**config.mk**
```make
export PLATFORM = sky130hd
export DESIGN_NAME = iddl_ctrl
export DESIGN_NICKNAME = d
export VERILOG_FILES = /design/src/rtl/iddl_pkg.sv /design/src/rtl/iddl_ref_timer.sv /design/src/rtl/iddl_loop_gen.sv /design/src/rtl/iddl_ctrl.sv
export VERILOG_INCLUDE_DIRS = /design/src /design/src/rtl
export SDC_FILE = /design/constraint.sdc
export NUM_CORES = 1
export LEC_CHECK = 0
export BUFFER_PORTS_ARGS = -buffer_cell sky130_fd_sc_hd__buf_4
export CORE_MARGIN = 5
export CORE_UTILIZATION = 40
export CTS_CLUSTER_SIZE = 12
export DETAILED_ROUTE_END_ITERATION = 7
export SLEW_MARGIN = 20
export SYNTH_ARGS = -nofsm -noshare
export SYNTH_HDL_FRONTEND = slang
export SYNTH_SLANG_ARGS = --single-unit
```
**constraint.sdc**
```tcl
create_clock -name clk_in -period 3.5 [get_ports clk_in]
set_input_delay 0.35 -clock clk_in [delete_from_list [all_inputs] [get_ports clk_in]]
set_output_delay 0.35 -clock clk_in [all_outputs]
set_load 0.01 [all_outputs]
```
**src/rtl/iddl_map.svh**
```systemverilog
`ifndef IDDL_MAP_SVH
`define IDDL_MAP_SVH

// ==========================================================
// Clock and link timing
// ==========================================================
`define IDDL_CLK_NS         25
`define IDDL_CK_NS          (2 * `IDDL_CLK_NS)
`define IDDL_RST_HOLD_NS    200000
`define IDDL_CKE_WAIT_NS    500000
`define IDDL_REF_NORM_NS    7800
`define IDDL_REF_HOT_NS     3900
`define IDDL_XPR_CK         16'h0078
`define IDDL_MOD_CK         16'h000C
`define IDDL_ZQINIT_CK      16'h0200
`define IDDL_RFC_CK         16'h0058

// ==========================================================
// Loop timing defaults, CK units of the fastest bin
// ==========================================================
`define IDDL_ACT_TO_PRE_CK  8'h1C
`define IDDL_ACT_TO_ACT_CK  8'h27
`define IDDL_ACT_TO_READ_CK 8'h0B
`define IDDL_ROW_ONES       4'hF
`define IDDL_LAST_BANK      3'h7

// ==========================================================
// Mode register values
// ==========================================================
`define IDDL_MR0_VAL        16'h0D70
`define IDDL_MR1_VAL        16'h0046
`define IDDL_MR2_VAL        16'h0418
`define IDDL_MR3_VAL        16'h0000
`define IDDL_MR2_SRT_BIT    7
`define IDDL_ZQ_LONG_BIT    10

// ==========================================================
// Software register map
// ==========================================================
`define IDDL_REG_CTRL       8'h00
`define IDDL_REG_STATUS     8'h04
`define IDDL_REG_TIMING     8'h08
`define IDDL_REG_PASSES     8'h0C
`define IDDL_CTRL_RUN_BIT   0
`define IDDL_CTRL_HOT_BIT   1
`define IDDL_CTRL_INIT_BIT  2
`define IDDL_ST_DONE_BIT    4
`define IDDL_ST_WARM_BIT    5
`define IDDL_ST_REF_BIT     6
`define IDDL_ST_MEAS_BIT    7

`endif

```
**src/rtl/iddl_pkg.sv**
```systemverilog
package iddl_pkg;

  typedef enum logic [3:0] {
    ST_RST_HOLD,
    ST_CKE_WAIT,
    ST_XPR,
    ST_MRS,
    ST_MRS_WAIT,
    ST_ZQ,
    ST_ZQ_WAIT,
    ST_IDLE,
    ST_REF,
    ST_REF_WAIT,
    ST_LOOP
  } iddl_state_type;

  typedef enum logic [2:0] {
    CMD_DES_Q,
    CMD_DES_T,
    CMD_ACT,
    CMD_PRE,
    CMD_MRS,
    CMD_REF,
    CMD_ZQCL
  } iddl_cmd_type;

endpackage

```
**src/rtl/iddl_ref_timer.sv**
```systemverilog
`timescale 1ns/100ps
`include "iddl_map.svh"
module iddl_ref_timer
  import iddl_pkg::*;
#(
  parameter int unsigned NORM_CYC = `IDDL_REF_NORM_NS / `IDDL_CLK_NS,
  parameter int unsigned HOT_CYC  = `IDDL_REF_HOT_NS / `IDDL_CLK_NS
)
(
  input  wire logic clk_in,
  input  wire logic resetn_in,
  input  wire logic enable_in,
  input  wire logic hot_in,
  input  wire logic ack_in,
  output logic      pending_out
);

  logic [15:0] cnt_ff;
  logic        pend_ff;
  logic [15:0] limit;
  logic        due;

  // ==========================================================
  // Interval counter
  // ==========================================================
  // Halved interval hot
  assign limit = hot_in ? 16'(HOT_CYC - 1) : 16'(NORM_CYC - 1);
  assign due   = enable_in && (cnt_ff >= limit);

  always_ff @(posedge clk_in)
  begin
    if (!resetn_in || !enable_in || due)
      cnt_ff <= 16'h0000;
    else
      cnt_ff <= cnt_ff + 16'h0001;
  end

  // Set beats a same-cycle acknowledge
  always_ff @(posedge clk_in)
  begin
    if (!resetn_in)
      pend_ff <= 1'b0;
    else if (due)
      pend_ff <= 1'b1;
    else if (ack_in)
      pend_ff <= 1'b0;
  end

  assign pending_out = pend_ff;

endmodule

```
**src/rtl/iddl_loop_gen.sv**
```systemverilog
`timescale 1ns/100ps
`include "iddl_map.svh"
module iddl_loop_gen
  import iddl_pkg::*;
(
  input  wire logic         clk_in,
  input  wire logic         resetn_in,
  input  wire logic         clear_in,
  input  wire logic         step_in,
  input  wire logic [7:0]   act_to_act_in,
  input  wire logic [7:0]   act_to_pre_in,
  output iddl_cmd_type      cmd_out,
  output logic [2:0]        bank_out,
  output logic              row_ones_out,
  output logic              sub_end_out,
  output logic              pass_end_out
);

  logic [8:0] pos_ff;
  logic [2:0] bank_ff;
  logic       second;
  logic [8:0] local_pos;
  logic [8:0] gap_pos;

  // ==========================================================
  // Position within one sub-loop
  // ==========================================================
  assign second      = pos_ff >= {1'b0, act_to_act_in};
  assign local_pos   = second ? pos_ff - {1'b0, act_to_act_in} : pos_ff;
  assign gap_pos     = local_pos - 9'h001;
  assign sub_end_out = pos_ff == ({act_to_act_in, 1'b0} - 9'h001);
  assign pass_end_out = sub_end_out && (bank_ff == `IDDL_LAST_BANK);
  assign bank_out     = bank_ff;
  assign row_ones_out = second;

  always_comb
  begin
    if (local_pos == 9'h000)
      cmd_out = CMD_ACT;
    else if (local_pos == {1'b0, act_to_pre_in})
      cmd_out = CMD_PRE;
    else if (gap_pos[1])
      cmd_out = CMD_DES_T;
    else
      cmd_out = CMD_DES_Q;
  end

  always_ff @(posedge clk_in)
  begin
    if (!resetn_in || clear_in)
    begin
      pos_ff  <= 9'h000;
      bank_ff <= 3'h0;
    end
    else if (step_in)
    begin
      if (sub_end_out)
      begin
        pos_ff  <= 9'h000;
        bank_ff <= bank_ff + 3'h1;
      end
      else
        pos_ff <= pos_ff + 9'h001;
    end
  end

endmodule

```
**src/rtl/iddl_ctrl.sv**
```systemverilog
// Implementation choices: the strobed register port and the register addresses.
`timescale 1ns/100ps
`include "iddl_map.svh"
module iddl_ctrl
  import iddl_pkg::*;
#(
  parameter int unsigned RST_HOLD_TICKS = `IDDL_RST_HOLD_NS / `IDDL_CK_NS,
  parameter int unsigned CKE_WAIT_TICKS = `IDDL_CKE_WAIT_NS / `IDDL_CK_NS,
  parameter int unsigned ADDR_W         = 16,
  parameter int unsigned DQ_W           = 8
)
(
  input  wire logic              clk_in,
  input  wire logic              resetn_in,
  input  wire logic [7:0]        reg_addr_in,
  input  wire logic [31:0]       reg_wdata_in,
  input  wire logic              reg_wr_in,
  input  wire logic              reg_rd_in,
  output logic [31:0]            reg_rdata_out,
  output logic                   ck_out,
  output logic                   ck_n_out,
  output logic                   cke_out,
  output logic                   mem_reset_n_out,
  output logic                   cs_n_out,
  output logic                   ras_n_out,
  output logic                   cas_n_out,
  output logic                   we_n_out,
  output logic                   odt_out,
  output logic [2:0]             ba_out,
  output logic [ADDR_W-1:0]      addr_out,
  output logic                   dm_out,
  input  wire logic [DQ_W-1:0]   dq_in,
  output logic [DQ_W-1:0]        dq_out,
  output logic                   dq_oe_out,
  input  wire logic              dqs_in,
  output logic                   dqs_out,
  output logic                   dqs_oe_out,
  output logic                   meas_valid_out
);

  iddl_state_type    state_ff;
  iddl_state_type    nxt_state;
  logic [15:0]       wait_ff;
  logic [15:0]       nxt_wait;
  logic [1:0]        mr_idx_ff;
  logic [1:0]        nxt_mr_idx;
  logic              ck_ff;
  logic              tick;
  logic              run_ff;
  logic              hot_ff;
  logic              reinit_ff;
  logic [7:0]        act_to_pre_ff;
  logic [7:0]        act_to_act_ff;
  logic [15:0]       passes_ff;
  logic              warm_ff;
  logic              done_ff;
  logic [31:0]       rdata_ff;
  logic              cke_ff;
  logic              rst_n_ff;
  logic [3:0]        pins_ff;
  logic [2:0]        ba_ff;
  logic [ADDR_W-1:0] addr_ff;
  iddl_cmd_type      nxt_cmd;
  logic [2:0]        nxt_ba;
  logic [ADDR_W-1:0] nxt_addr;
  logic              gen_clear;
  logic              gen_step;
  logic              ref_ack;
  logic              reinit_take;
  iddl_cmd_type      gen_cmd;
  logic [2:0]        gen_bank;
  logic              gen_row_ones;
  logic              gen_sub_end;
  logic              gen_pass_end;
  logic              ref_pending;

  // ==========================================================
  // Pin encoding
  // ==========================================================
  // Chip select, row, column, write
  function automatic logic [3:0] cmd_pins(input iddl_cmd_type cmd);
    logic [3:0] p;
    p = 4'hF;
    unique case (cmd)
      CMD_ACT:   p = 4'h3;
      CMD_PRE:   p = 4'h2;
      CMD_DES_Q: p = 4'h8;
      CMD_DES_T: p = 4'hF;
      CMD_MRS:   p = 4'h0;
      CMD_REF:   p = 4'h1;
      CMD_ZQCL:  p = 4'h6;
    endcase
    return p;
  endfunction

  // Order MR2, MR3, MR1, MR0
  function automatic logic [15:0] mr_value(input logic [1:0] idx, input logic hot);
    logic [15:0] v;
    v = `IDDL_MR0_VAL;
    unique case (idx)
      // Extended temperature self refresh when hot
      2'h0: v = `IDDL_MR2_VAL | (16'(hot) << `IDDL_MR2_SRT_BIT);
      2'h1: v = `IDDL_MR3_VAL;
      2'h2: v = `IDDL_MR1_VAL;
      2'h3: v = `IDDL_MR0_VAL;
    endcase
    return v;
  endfunction

  // ==========================================================
  // Link clock
  // ==========================================================
  // Free-running clock
  always_ff @(posedge clk_in)
  begin
    if (!resetn_in)
      ck_ff <= 1'b0;
    else
      ck_ff <= ~ck_ff;
  end

  // Pins move on the falling edge, stable at the rising one
  assign tick = ck_ff;

  // ==========================================================
  // Sub-blocks
  // ==========================================================
  iddl_loop_gen i_iddl_loop_gen
  (
    .clk_in        (clk_in),
    .resetn_in     (resetn_in),
    .clear_in      (tick && gen_clear),
    .step_in       (tick && gen_step),
    .act_to_act_in (act_to_act_ff),
    .act_to_pre_in (act_to_pre_ff),
    .cmd_out       (gen_cmd),
    .bank_out      (gen_bank),
    .row_ones_out  (gen_row_ones),
    .sub_end_out   (gen_sub_end),
    .pass_end_out  (gen_pass_end)
  );

  iddl_ref_timer i_iddl_ref_timer
  (
    .clk_in      (clk_in),
    .resetn_in   (resetn_in),
    .enable_in   (done_ff),
    .hot_in      (hot_ff),
    .ack_in      (tick && ref_ack),
    .pending_out (ref_pending)
  );

  // ==========================================================
  // Sequencer
  // ==========================================================
  always_comb
  begin
    nxt_state   = state_ff;
    nxt_wait    = (wait_ff == 16'h0000) ? 16'h0000 : wait_ff - 16'h0001;
    nxt_mr_idx  = mr_idx_ff;
    nxt_cmd     = CMD_DES_Q;
    nxt_ba      = 3'h0;
    nxt_addr    = '0;
    gen_clear   = 1'b0;
    gen_step    = 1'b0;
    ref_ack     = 1'b0;
    reinit_take = 1'b0;
    unique case (state_ff)
      // Reset, clock enable, mode set, calibration
      ST_RST_HOLD:
        if (wait_ff == 16'h0000)
        begin
          nxt_state = ST_CKE_WAIT;
          nxt_wait  = 16'(CKE_WAIT_TICKS - 1);
        end
      ST_CKE_WAIT:
        if (wait_ff == 16'h0000)
        begin
          nxt_state = ST_XPR;
          nxt_wait  = `IDDL_XPR_CK - 16'h0001;
        end
      ST_XPR:
        if (wait_ff == 16'h0000)
        begin
          nxt_state  = ST_MRS;
          nxt_mr_idx = 2'h0;
        end
      ST_MRS:
      begin
        nxt_cmd   = CMD_MRS;
        // Index order 0..3 maps to banks 2, 3, 1, 0
        nxt_ba    = {1'b0, ~mr_idx_ff[1], mr_idx_ff[1] ^ mr_idx_ff[0]};
        nxt_addr  = ADDR_W'(mr_value(mr_idx_ff, hot_ff));
        nxt_state = ST_MRS_WAIT;
        nxt_wait  = `IDDL_MOD_CK - 16'h0001;
      end
      ST_MRS_WAIT:
        if (wait_ff == 16'h0000)
        begin
          if (mr_idx_ff == 2'h3)
            nxt_state = ST_ZQ;
          else
          begin
            nxt_mr_idx = mr_idx_ff + 2'h1;
            nxt_state  = ST_MRS;
          end
        end
      ST_ZQ:
      begin
        nxt_cmd                    = CMD_ZQCL;
        nxt_addr[`IDDL_ZQ_LONG_BIT] = 1'b1;
        nxt_state                  = ST_ZQ_WAIT;
        nxt_wait                   = `IDDL_ZQINIT_CK - 16'h0001;
      end
      ST_ZQ_WAIT:
        if (wait_ff == 16'h0000)
          nxt_state = ST_IDLE;
      ST_IDLE:
        if (reinit_ff)
        begin
          reinit_take = 1'b1;
          nxt_mr_idx  = 2'h0;
          nxt_state   = ST_MRS;
        end
        else if (ref_pending)
          nxt_state = ST_REF;
        else if (run_ff)
        begin
          gen_clear = 1'b1;
          nxt_state = ST_LOOP;
        end
      ST_REF:
      begin
        nxt_cmd   = CMD_REF;
        ref_ack   = 1'b1;
        nxt_state = ST_REF_WAIT;
        nxt_wait  = `IDDL_RFC_CK - 16'h0001;
      end
      ST_REF_WAIT:
        if (wait_ff == 16'h0000)
          nxt_state = ST_IDLE;
      ST_LOOP:
      begin
        nxt_cmd   = gen_cmd;
        nxt_ba    = gen_bank;
        nxt_addr[6:3] = gen_row_ones ? `IDDL_ROW_ONES : 4'h0;
        gen_step  = 1'b1;
        // Leave only on a boundary where the bank is closed
        if (gen_sub_end && !run_ff)
          nxt_state = ST_IDLE;
        else if (gen_pass_end && ref_pending)
          nxt_state = ST_REF;
      end
    endcase
  end

  always_ff @(posedge clk_in)
  begin
    if (!resetn_in)
    begin
      state_ff  <= ST_RST_HOLD;
      wait_ff   <= 16'(RST_HOLD_TICKS - 1);
      mr_idx_ff <= 2'h0;
    end
    else if (tick)
    begin
      state_ff  <= nxt_state;
      wait_ff   <= nxt_wait;
      mr_idx_ff <= nxt_mr_idx;
    end
  end

  // ==========================================================
  // Command pins
  // ==========================================================
  always_ff @(posedge clk_in)
  begin
    if (!resetn_in)
    begin
      pins_ff  <= 4'hF;
      ba_ff    <= 3'h0;
      addr_ff  <= '0;
      cke_ff   <= 1'b0;
      rst_n_ff <= 1'b0;
    end
    else if (tick)
    begin
      pins_ff  <= cmd_pins(nxt_cmd);
      ba_ff    <= nxt_ba;
      addr_ff  <= nxt_addr;
      // Clock enable high after power-up wait
      cke_ff   <= (nxt_state != ST_RST_HOLD) && (nxt_state != ST_CKE_WAIT);
      rst_n_ff <= nxt_state != ST_RST_HOLD;
    end
  end

  assign ck_out          = ck_ff;
  assign ck_n_out        = ~ck_ff;
  assign cke_out         = cke_ff;
  assign mem_reset_n_out = rst_n_ff;
  assign cs_n_out        = pins_ff[3];
  assign ras_n_out       = pins_ff[2];
  assign cas_n_out       = pins_ff[1];
  assign we_n_out        = pins_ff[0];
  assign ba_out          = ba_ff;
  assign addr_out        = addr_ff;
  assign odt_out         = 1'b0;
  // Data and strobes released, mask low
  assign dm_out          = 1'b0;
  assign dq_out          = '0;
  assign dq_oe_out       = 1'b0;
  assign dqs_out         = 1'b0;
  assign dqs_oe_out      = 1'b0;

  // ==========================================================
  // Progress tracking
  // ==========================================================
  always_ff @(posedge clk_in)
  begin
    if (!resetn_in)
      done_ff <= 1'b0;
    else if (tick && (state_ff == ST_ZQ_WAIT) && (nxt_state == ST_IDLE))
      done_ff <= 1'b1;
  end

  // Warm after one full pass
  // Kept across refresh breaks, else a pass never stays warm
  always_ff @(posedge clk_in)
  begin
    if (!resetn_in)
    begin
      warm_ff   <= 1'b0;
      passes_ff <= 16'h0000;
    end
    else if (!run_ff)
    begin
      warm_ff   <= 1'b0;
      passes_ff <= 16'h0000;
    end
    else if (tick && (state_ff == ST_LOOP) && gen_pass_end)
    begin
      warm_ff   <= 1'b1;
      passes_ff <= passes_ff + 16'h0001;
    end
  end

  assign meas_valid_out = warm_ff && (state_ff == ST_LOOP);

  // ==========================================================
  // Software registers
  // ==========================================================
  // Bin counts as reset defaults
  always_ff @(posedge clk_in)
  begin
    if (!resetn_in)
    begin
      run_ff        <= 1'b0;
      hot_ff        <= 1'b0;
      act_to_pre_ff <= `IDDL_ACT_TO_PRE_CK;
      act_to_act_ff <= `IDDL_ACT_TO_ACT_CK;
    end
    else if (reg_wr_in && (reg_addr_in == `IDDL_REG_CTRL))
    begin
      run_ff <= reg_wdata_in[`IDDL_CTRL_RUN_BIT];
      hot_ff <= reg_wdata_in[`IDDL_CTRL_HOT_BIT];
    end
    else if (reg_wr_in && (reg_addr_in == `IDDL_REG_TIMING))
    begin
      act_to_pre_ff <= reg_wdata_in[7:0];
      act_to_act_ff <= reg_wdata_in[15:8];
    end
  end

  // Request wins over a same-cycle take
  always_ff @(posedge clk_in)
  begin
    if (!resetn_in)
      reinit_ff <= 1'b0;
    else if (reg_wr_in && (reg_addr_in == `IDDL_REG_CTRL)
             && reg_wdata_in[`IDDL_CTRL_INIT_BIT])
      reinit_ff <= 1'b1;
    else if (tick && reinit_take)
      reinit_ff <= 1'b0;
  end

  always_ff @(posedge clk_in)
  begin
    if (!resetn_in)
      rdata_ff <= 32'h00000000;
    else if (reg_rd_in)
    begin
      unique case (reg_addr_in)
        `IDDL_REG_CTRL:
          rdata_ff <= {29'h0, reinit_ff, hot_ff, run_ff};
        `IDDL_REG_STATUS:
          rdata_ff <= {24'h0, meas_valid_out, ref_pending, warm_ff, done_ff,
                       4'(state_ff)};
        `IDDL_REG_TIMING:
          rdata_ff <= {16'h0, act_to_act_ff, act_to_pre_ff};
        `IDDL_REG_PASSES:
          rdata_ff <= {16'h0, passes_ff};
        default:
          rdata_ff <= 32'h00000000;
      endcase
    end
    else
      rdata_ff <= 32'h00000000;
  end

  assign reg_rdata_out = rdata_ff;

endmodule

```
After elaboration in Yosys (flattened, before gate mapping)
Index checks and enable logic that the tools add are counted.
- flip-flop bits (word level): 146
- output and inout port bits: 73
- logic and storage cells: 157
- add/sub/neg operators: 9
- magnitude comparators: 2
- bitwise logic cells: 4
- equality and inequality tests: 31
- reductions and logical operators: 39
- muxes and demuxes: 50
- operator list (cell ; number):
    16-bit case mux with 4 select lines ; 2
    16-bit case mux with 5 select lines ; 1
    16-bit two-way mux ; 3
    4-bit two-way mux ; 11
    4-bit case mux with 10 select lines ; 1
    16-bit by 1-bit adder with 16-bit output, second input constant ; 2
    4-bit case mux with 7 select lines ; 1
    9-bit two-way mux ; 3
    4-bit by 3-bit equality test with 1-bit output, second input constant ; 5
    1-bit logical AND ; 17
    8-bit by 4-bit equality test with 1-bit output, second input constant ; 2
    16-bit greater-or-equal comparator ; 1
    16-bit zero test ; 1
    16-bit by 1-bit subtractor with 16-bit output, second input constant ; 1
    3-bit two-way mux ; 5
    1-bit two-way mux ; 13
    3-bit equality test, second input constant ; 4
    4-bit equality test, second input constant ; 3
    3-bit case mux with 4 select lines ; 1
    9-bit by 1-bit adder with 9-bit output, second input constant ; 1
    9-bit by 8-bit equality test with 1-bit output ; 1
    9-bit equality test ; 1
    9-bit by 8-bit greater-or-equal comparator with 1-bit output ; 1
    9-bit zero test ; 1
    other kinds (34) ; 53

Depth between registers and ports, before layout
- depth after elaboration: 9
- mapped depth: 15
- depth with buffers taken out: 13

Modules after synthesis
Synthesis repeated with hierarchy kept, for this count alone.
- cell total of the unflattened synthesis: 897
- area, all modules: 7248.2 µm²
- by module, submodules not included (module ; cells an instance ; area an instance (µm²) ; instances):
    iddl_ctrl ; 621 ; 4953.5 ; 1
    iddl_loop_gen ; 200 ; 1569.0 ; 1
    iddl_ref_timer ; 76 ; 725.7 ; 1

Least setup slack after synthesis
Ideal clock, no wire load.
- path kind: flip-flop to flip-flop
- start: register act_to_act_ff[0]
- end: register pins_ff[3]
- slack: -0.008 ns
- buffers on the path: 0
- setup time: 0.122 ns
- period minus slack after synthesis: 3.508 ns
- cell stages (with the launch flop): 12
- arrival time: 3.386 ns
- cells stage by stage: dfxtp_1 > ha_1 > inv_1 > fa_1 > a211o_1 > o21ai_1 > xor2_1 > a221o_1 > a32o_1 > or4b_1 > or4_1 > a221o_1
- word-level cells in the longest chain between the ends: 9
- RTL lines (item ; RTL line ; RTL):
    start: declaration ; iddl_ctrl.sv:53 ; logic [7:0] act_to_act_ff;
    start signal: assignment ; iddl_ctrl.sv:360 ; act_to_act_ff <= `IDDL_ACT_TO_ACT_CK;
    start signal: assignment ; iddl_ctrl.sv:370 ; act_to_act_ff <= reg_wdata_in[15:8];
    9-bit by 8-bit subtractor with 9-bit output / 9-bit by 8-bit greater-or-equal comparator with 1-bit output (equally long branches) ; iddl_loop_gen.sv:29, iddl_loop_gen.sv:28 ;
    9-bit two-way mux (*) ; iddl_loop_gen.sv:29 ; assign local_pos = second ? pos_ff - {1'b0, act_to_act_in} : pos_ff;
    2-bit by 1-bit subtractor with 2-bit output ; iddl_loop_gen.sv:30 ; assign gap_pos = local_pos - 9'h001;
    1-bit two-way mux ; iddl_loop_gen.sv:42 ; else if (gap_pos[1])
    3-bit two-way mux ; iddl_loop_gen.sv:40 ; else if (local_pos == {1'b0, act_to_pre_in})
    3-bit two-way mux (*) ; iddl_loop_gen.sv:38 ; if (local_pos == 9'h000)
    3-bit case mux with 4 select lines (*) ; iddl_ctrl.sv:168 ; unique case (state_ff)
    3-bit equality test (tied with other cells) ; iddl_ctrl.sv:84 ; unique case (cmd)
    4-bit case mux with 7 select lines (*) ; iddl_ctrl.sv:84 ;
    end signal: assignment ; iddl_ctrl.sv:288 ; pins_ff <= cmd_pins(nxt_cmd);
    end: declaration ; iddl_ctrl.sv:60 ; logic [3:0] pins_ff;
Every way passes the cells marked *; elsewhere a longest branch is shown, timed or not.
A chain may end at the register's enable or synchronous reset.

Final worst setup path
- start: register i_iddl_loop_gen.pos_ff[0]
- end: register pins_ff[3]
- word-level cells in the longest chain between the ends: 9
- RTL lines (item ; RTL line ; RTL):
    start: declaration ; iddl_loop_gen.sv:19 ; logic [8:0] pos_ff;
    start signal: assignment ; iddl_loop_gen.sv:63 ; pos_ff <= pos_ff + 9'h001;
    9-bit by 8-bit subtractor with 9-bit output / 9-bit by 8-bit greater-or-equal comparator with 1-bit output (equally long branches) ; iddl_loop_gen.sv:29, iddl_loop_gen.sv:28 ;
    9-bit two-way mux (*) ; iddl_loop_gen.sv:29 ;
    2-bit by 1-bit subtractor with 2-bit output ; iddl_loop_gen.sv:30 ;
    1-bit two-way mux ; iddl_loop_gen.sv:42 ;
    3-bit two-way mux ; iddl_loop_gen.sv:40 ;
    3-bit two-way mux (*) ; iddl_loop_gen.sv:38 ;
    3-bit case mux with 4 select lines (*) ; iddl_ctrl.sv:168 ;
    3-bit equality test (tied with other cells) ; iddl_ctrl.sv:84 ;
    4-bit case mux with 7 select lines (*) ; iddl_ctrl.sv:84 ;
Marks and branches as above.

==> results.md <==
* Chip width at 144.3 um
* Reported max-cap violation count at 0
* Iter 0 DRT Violations at 689
* Yosys warnings at 0
* Crit start category: flop
* Pre-Repair DR Iteration Count at 5
* End of the worst register-to-register path: pins_ff[3]
* Maximum fanout encountered on the critical timing path at 3
* Startpoint of the worst-slack reg-to-reg timing path: i_iddl_loop_gen.pos_ff[0]
* Number of enable flip-flop cells after synthesis at 0
* Hold worst-path end: act_to_act_ff[2]
* Wire length reported by the detailed router at 20600 um
* Hold-fix buffers, CTS at 0
* Slew HR at 0.3477
* Static leakage at 3.412 nW
* Setup slack after layout at 0.1246 ns
* PD cells at 370.0 nW/um2
* Post-route DRC violation count at 0
* Most common cell type on the critical path: buf_4
* First-pass GRT wire length at 32720 um
* Share of post-route cells with drive strength above 1 at 0.1730
* Clock tree root buffer cell: clkbuf_16
* Clk_skew at 0.008617 ns
* ANT cells at 0
* Number of nets in the layout at 1072
* Internal reg-to-reg setup slack at 0.12 ns
* Placement Setup Slack at 0.01066 ns
* Total Neg Setup Slack at 0 ns
* Max Root-Sink Buffers at 2
* Flip-flop and latch count after synthesis at 122
* Fraction of registers with async set or reset after synthesis at 0
* Count of unique library cells instantiated by Yosys at 82
* Seq/Total Area, Yosys at 0.3384
* Placeable core region at 17840 um2
* Detail Route Antenna Nets at 0
* H-tree level count at 4
* Via-per-instance ratio at 5.543
* Cell count after placement at 1201
* Clock-pin slew of the registers on the worst-case setup and hold paths at 0.05 ns
* Final design utilization at 0.4818
* Achievable Freq at 0.2963 GHz
* Hold Crit Start: reg_wdata_in[10]
* Transition time at the pin with the least slew margin at 0.9649 ns
* Total Die Area at 20830 um2
* Maximum number of pins on one net before global-route repair at 36
* Worst-path cell chain: inv_2 > ha_2 > inv_1 > fa_2 > a211o_1 > buf_4 > buf_4 > a2111oi_4 > a31oi_1 > a32o_2 > a21boi_1 > o211ai_1 > or4_1 > a221o_1
* Most used flip-flop cell after synthesis: dfxtp_1
* Peak supply drop at 0.3548 mV
* Total global-route track usage at 0.1984
* Total clock buffers created by CTS at 17
* Boundary Pins at 126
* Required @ worst endpoint at 3.81 ns
* Data arrival, critical path at 3.68 ns
* Library cell contributing the largest single delay on the critical path: or4_1
* Area growth syn-to-layout at 19.11%
* Shortest clock period the worst path allows after layout at 3.375 ns
* Starting Density at 0.4045
* DR WL/cell at 16.68 um
* Period utilization at 0.9644
* Count of cells along the worst hold path at 3
* Placement row count at 49
* Die height at 144.3 um
* Count of input and output buffers at 65
* Vias in the first global route at 6291
* Total count of hold-check failures in the final report at 0
* Number of clock sinks at 122
* Total chip power at 3.181 mW
* Weighted congestion at the end of routability-driven global placement at 0.8786
* Endpoint kind of the worst setup timing path: flop
* Status: complete, no violations
* Combined area of all synthesized cells at 7217 um2
* Number of cells in the finished layout apart from fillers at 1235
* Class of the most critical setup path: flop to flop
* Total congestion overflow at 0
* TritonCTS clock tree: yes
* Number of antenna violations at the first check in global routing at 0
* DR vias at 6846
* Setup violation total in the final timing report at 0
* Source-to-sink clock delay at the later pin of the worst-skew pair at 0.42 ns
* Placed wire-length estimate at 15100 um
* Slowest Stage Delay on Critical Path at 0.52 ns
* Worst hold-check path type: input port to flop
* Worst R2R Path Depth at 14
* Average instance area after synthesis at 7.974 um2
* Count of pins over their slew limit at 0
* Cells after synthesis at 905
## cell families after synthesis
| group | after synthesis | synth area share |
|---|---|---|
| compound gates | 234 | 0.2212 |
| buf+inv | 118 | 0.08495 |
| mux | 12 | 0.02236 |
| fa+ha+maj | 26 | 0.04612 |
| other cells | 1 | 0.0005196 |
| flops | 122 | 0.3384 |
| xor+xnor | 40 | 0.04854 |
| simple gates | 352 | 0.2379 |
## area by class of cell
| cell class | instances | area, um2 |
|---|---|---|
| clock inverter | 10 | 96.34 |
| tap | 229 | 286.5 |
| multi-input combinational | 705 | 4353 |
| timing repair buffer | 112 | 840.8 |
| sequential | 122 | 2444 |
| inverter | 35 | 131.4 |
| fill | 1761 | 9245 |
| clock buffer | 22 | 444.2 |
## layer usage
metal / global-route usage / routed length [um] / part of all wire
met1: 0.2657 / 9204 / 0.45
met2: 0.3136 / 9569 / 0.46
met3: 0.04464 / 1402 / 0.068
met4: 0.07315 / 417 / 0.020
met5: 0 / 0 / 0
## repair_timing
item                                    CTS  global route
resized for setup                         1            11
endpoints found under the setup margin    1             3
pin swaps                                 1             8
cloned                                    0             0
setup buffers                             1             1
## worst max-delay path: cells and delay by family, from the launching register on
family	cells	cell delay, ns
AND/OR/NAND/NOR	1	0.52
adder cells (fa/ha/maj)	2	0.53
flip-flops	1	0.31
AO/OA/AOI/OAI	7	1.51
buffers and inverters	4	0.39
## worst max path at each step
| stage | startpoint | endpoint | slack (ns) | depth (start not counted) |
|---|---|---|---|---|
| final | i_iddl_loop_gen.pos_ff[0] | pins_ff[3] | 0.12 | 14 |
| after floorplan | i_iddl_loop_gen.pos_ff[0] | pins_ff[3] | 0.05 | 12 |
| after global routing | i_iddl_loop_gen.pos_ff[0] | pins_ff[3] | -0.01 | 14 |
| after CTS | i_iddl_loop_gen.pos_ff[0] | pins_ff[3] | 0.02 | 12 |
| after global placement | i_iddl_loop_gen.pos_ff[0] | pins_ff[3] | 0.02 | 12 |
| after detailed placement | i_iddl_loop_gen.pos_ff[0] | pins_ff[3] | 0.01 | 12 |
## layout by cell type, fill, tap and decap left out, types with 34 or more instances in the layout
cell type,count
nand2_1,84
a21oi_1,66
dfxtp_1,121
o21ai_0,44
conb_1,41
inv_1,34
buf_4,112
nand3_1,38
nor2_1,105
## through the flow
stage	hold slack, ns	cell area (um2)
global placement	0.4356	8003
global route	0.1548	8596
floorplan	0.4262	7372
CTS	0.1470	8553
finish	0.1585	8596
detailed placement	0.4347	8003
## synth_stat cells, types with 4 or more instances
cell      instances  area (um2)
buf_1             4       15.01
clkbuf_1         38       142.6
dfxtp_1         122        2442
nand4_1          12       75.07
nor3_1           24       120.1
buf_4            37       277.8
mux2i_1           6       60.06
nor2_1          105       394.1
nor2b_1           8       50.05
or3_1            14       87.58
a211oi_1          8       60.06
o21a_1            4       30.03
a21oi_1          67       335.3
nand3_1          38       190.2
nand2b_1          9       56.30
o311ai_0          4       35.03
o211ai_1         12       90.09
o41ai_1           4       35.03
o21ai_0          45       225.2
nand2_1          84       315.3
nor4_1            8       50.05
and3_1           11       68.82
a221o_1           4       40.04
or4_1             6       45.04
nor4b_1           4       35.03
ha_1             25       312.8
inv_1            35       131.4
a22oi_1          17       127.6
xor2_1           21       183.9
a31oi_1           6       37.54
o22ai_1           6       37.54
a21o_1            9       67.56
a221oi_1          4       35.03
or2_2             4       25.02
and2_1            7       43.79
o31ai_1           5       37.54
xnor2_1          19       166.4
## registers in the layout, indices dropped and copies added (netlist names), 8 cells and up
name / flops
act_to_act_ff: 8
act_to_pre_ff: 8
addr_out: 8
i_iddl_loop_gen.pos_ff: 9
i_iddl_ref_timer.cnt_ff: 16
passes_ff: 16
reg_rdata_out: 16
wait_ff: 16
## power by group
| part | switching (mW) | total (mW) | internal (mW) |
|---|---|---|---|
| combinational | 0.0913 | 0.145 | 0.0535 |
| sequential | 0.00861 | 1.41 | 1.40 |
| clock | 0.648 | 1.62 | 0.976 |
| total | 0.747 | 3.18 | 2.43 |
Power figures use the tool's default switching activity.
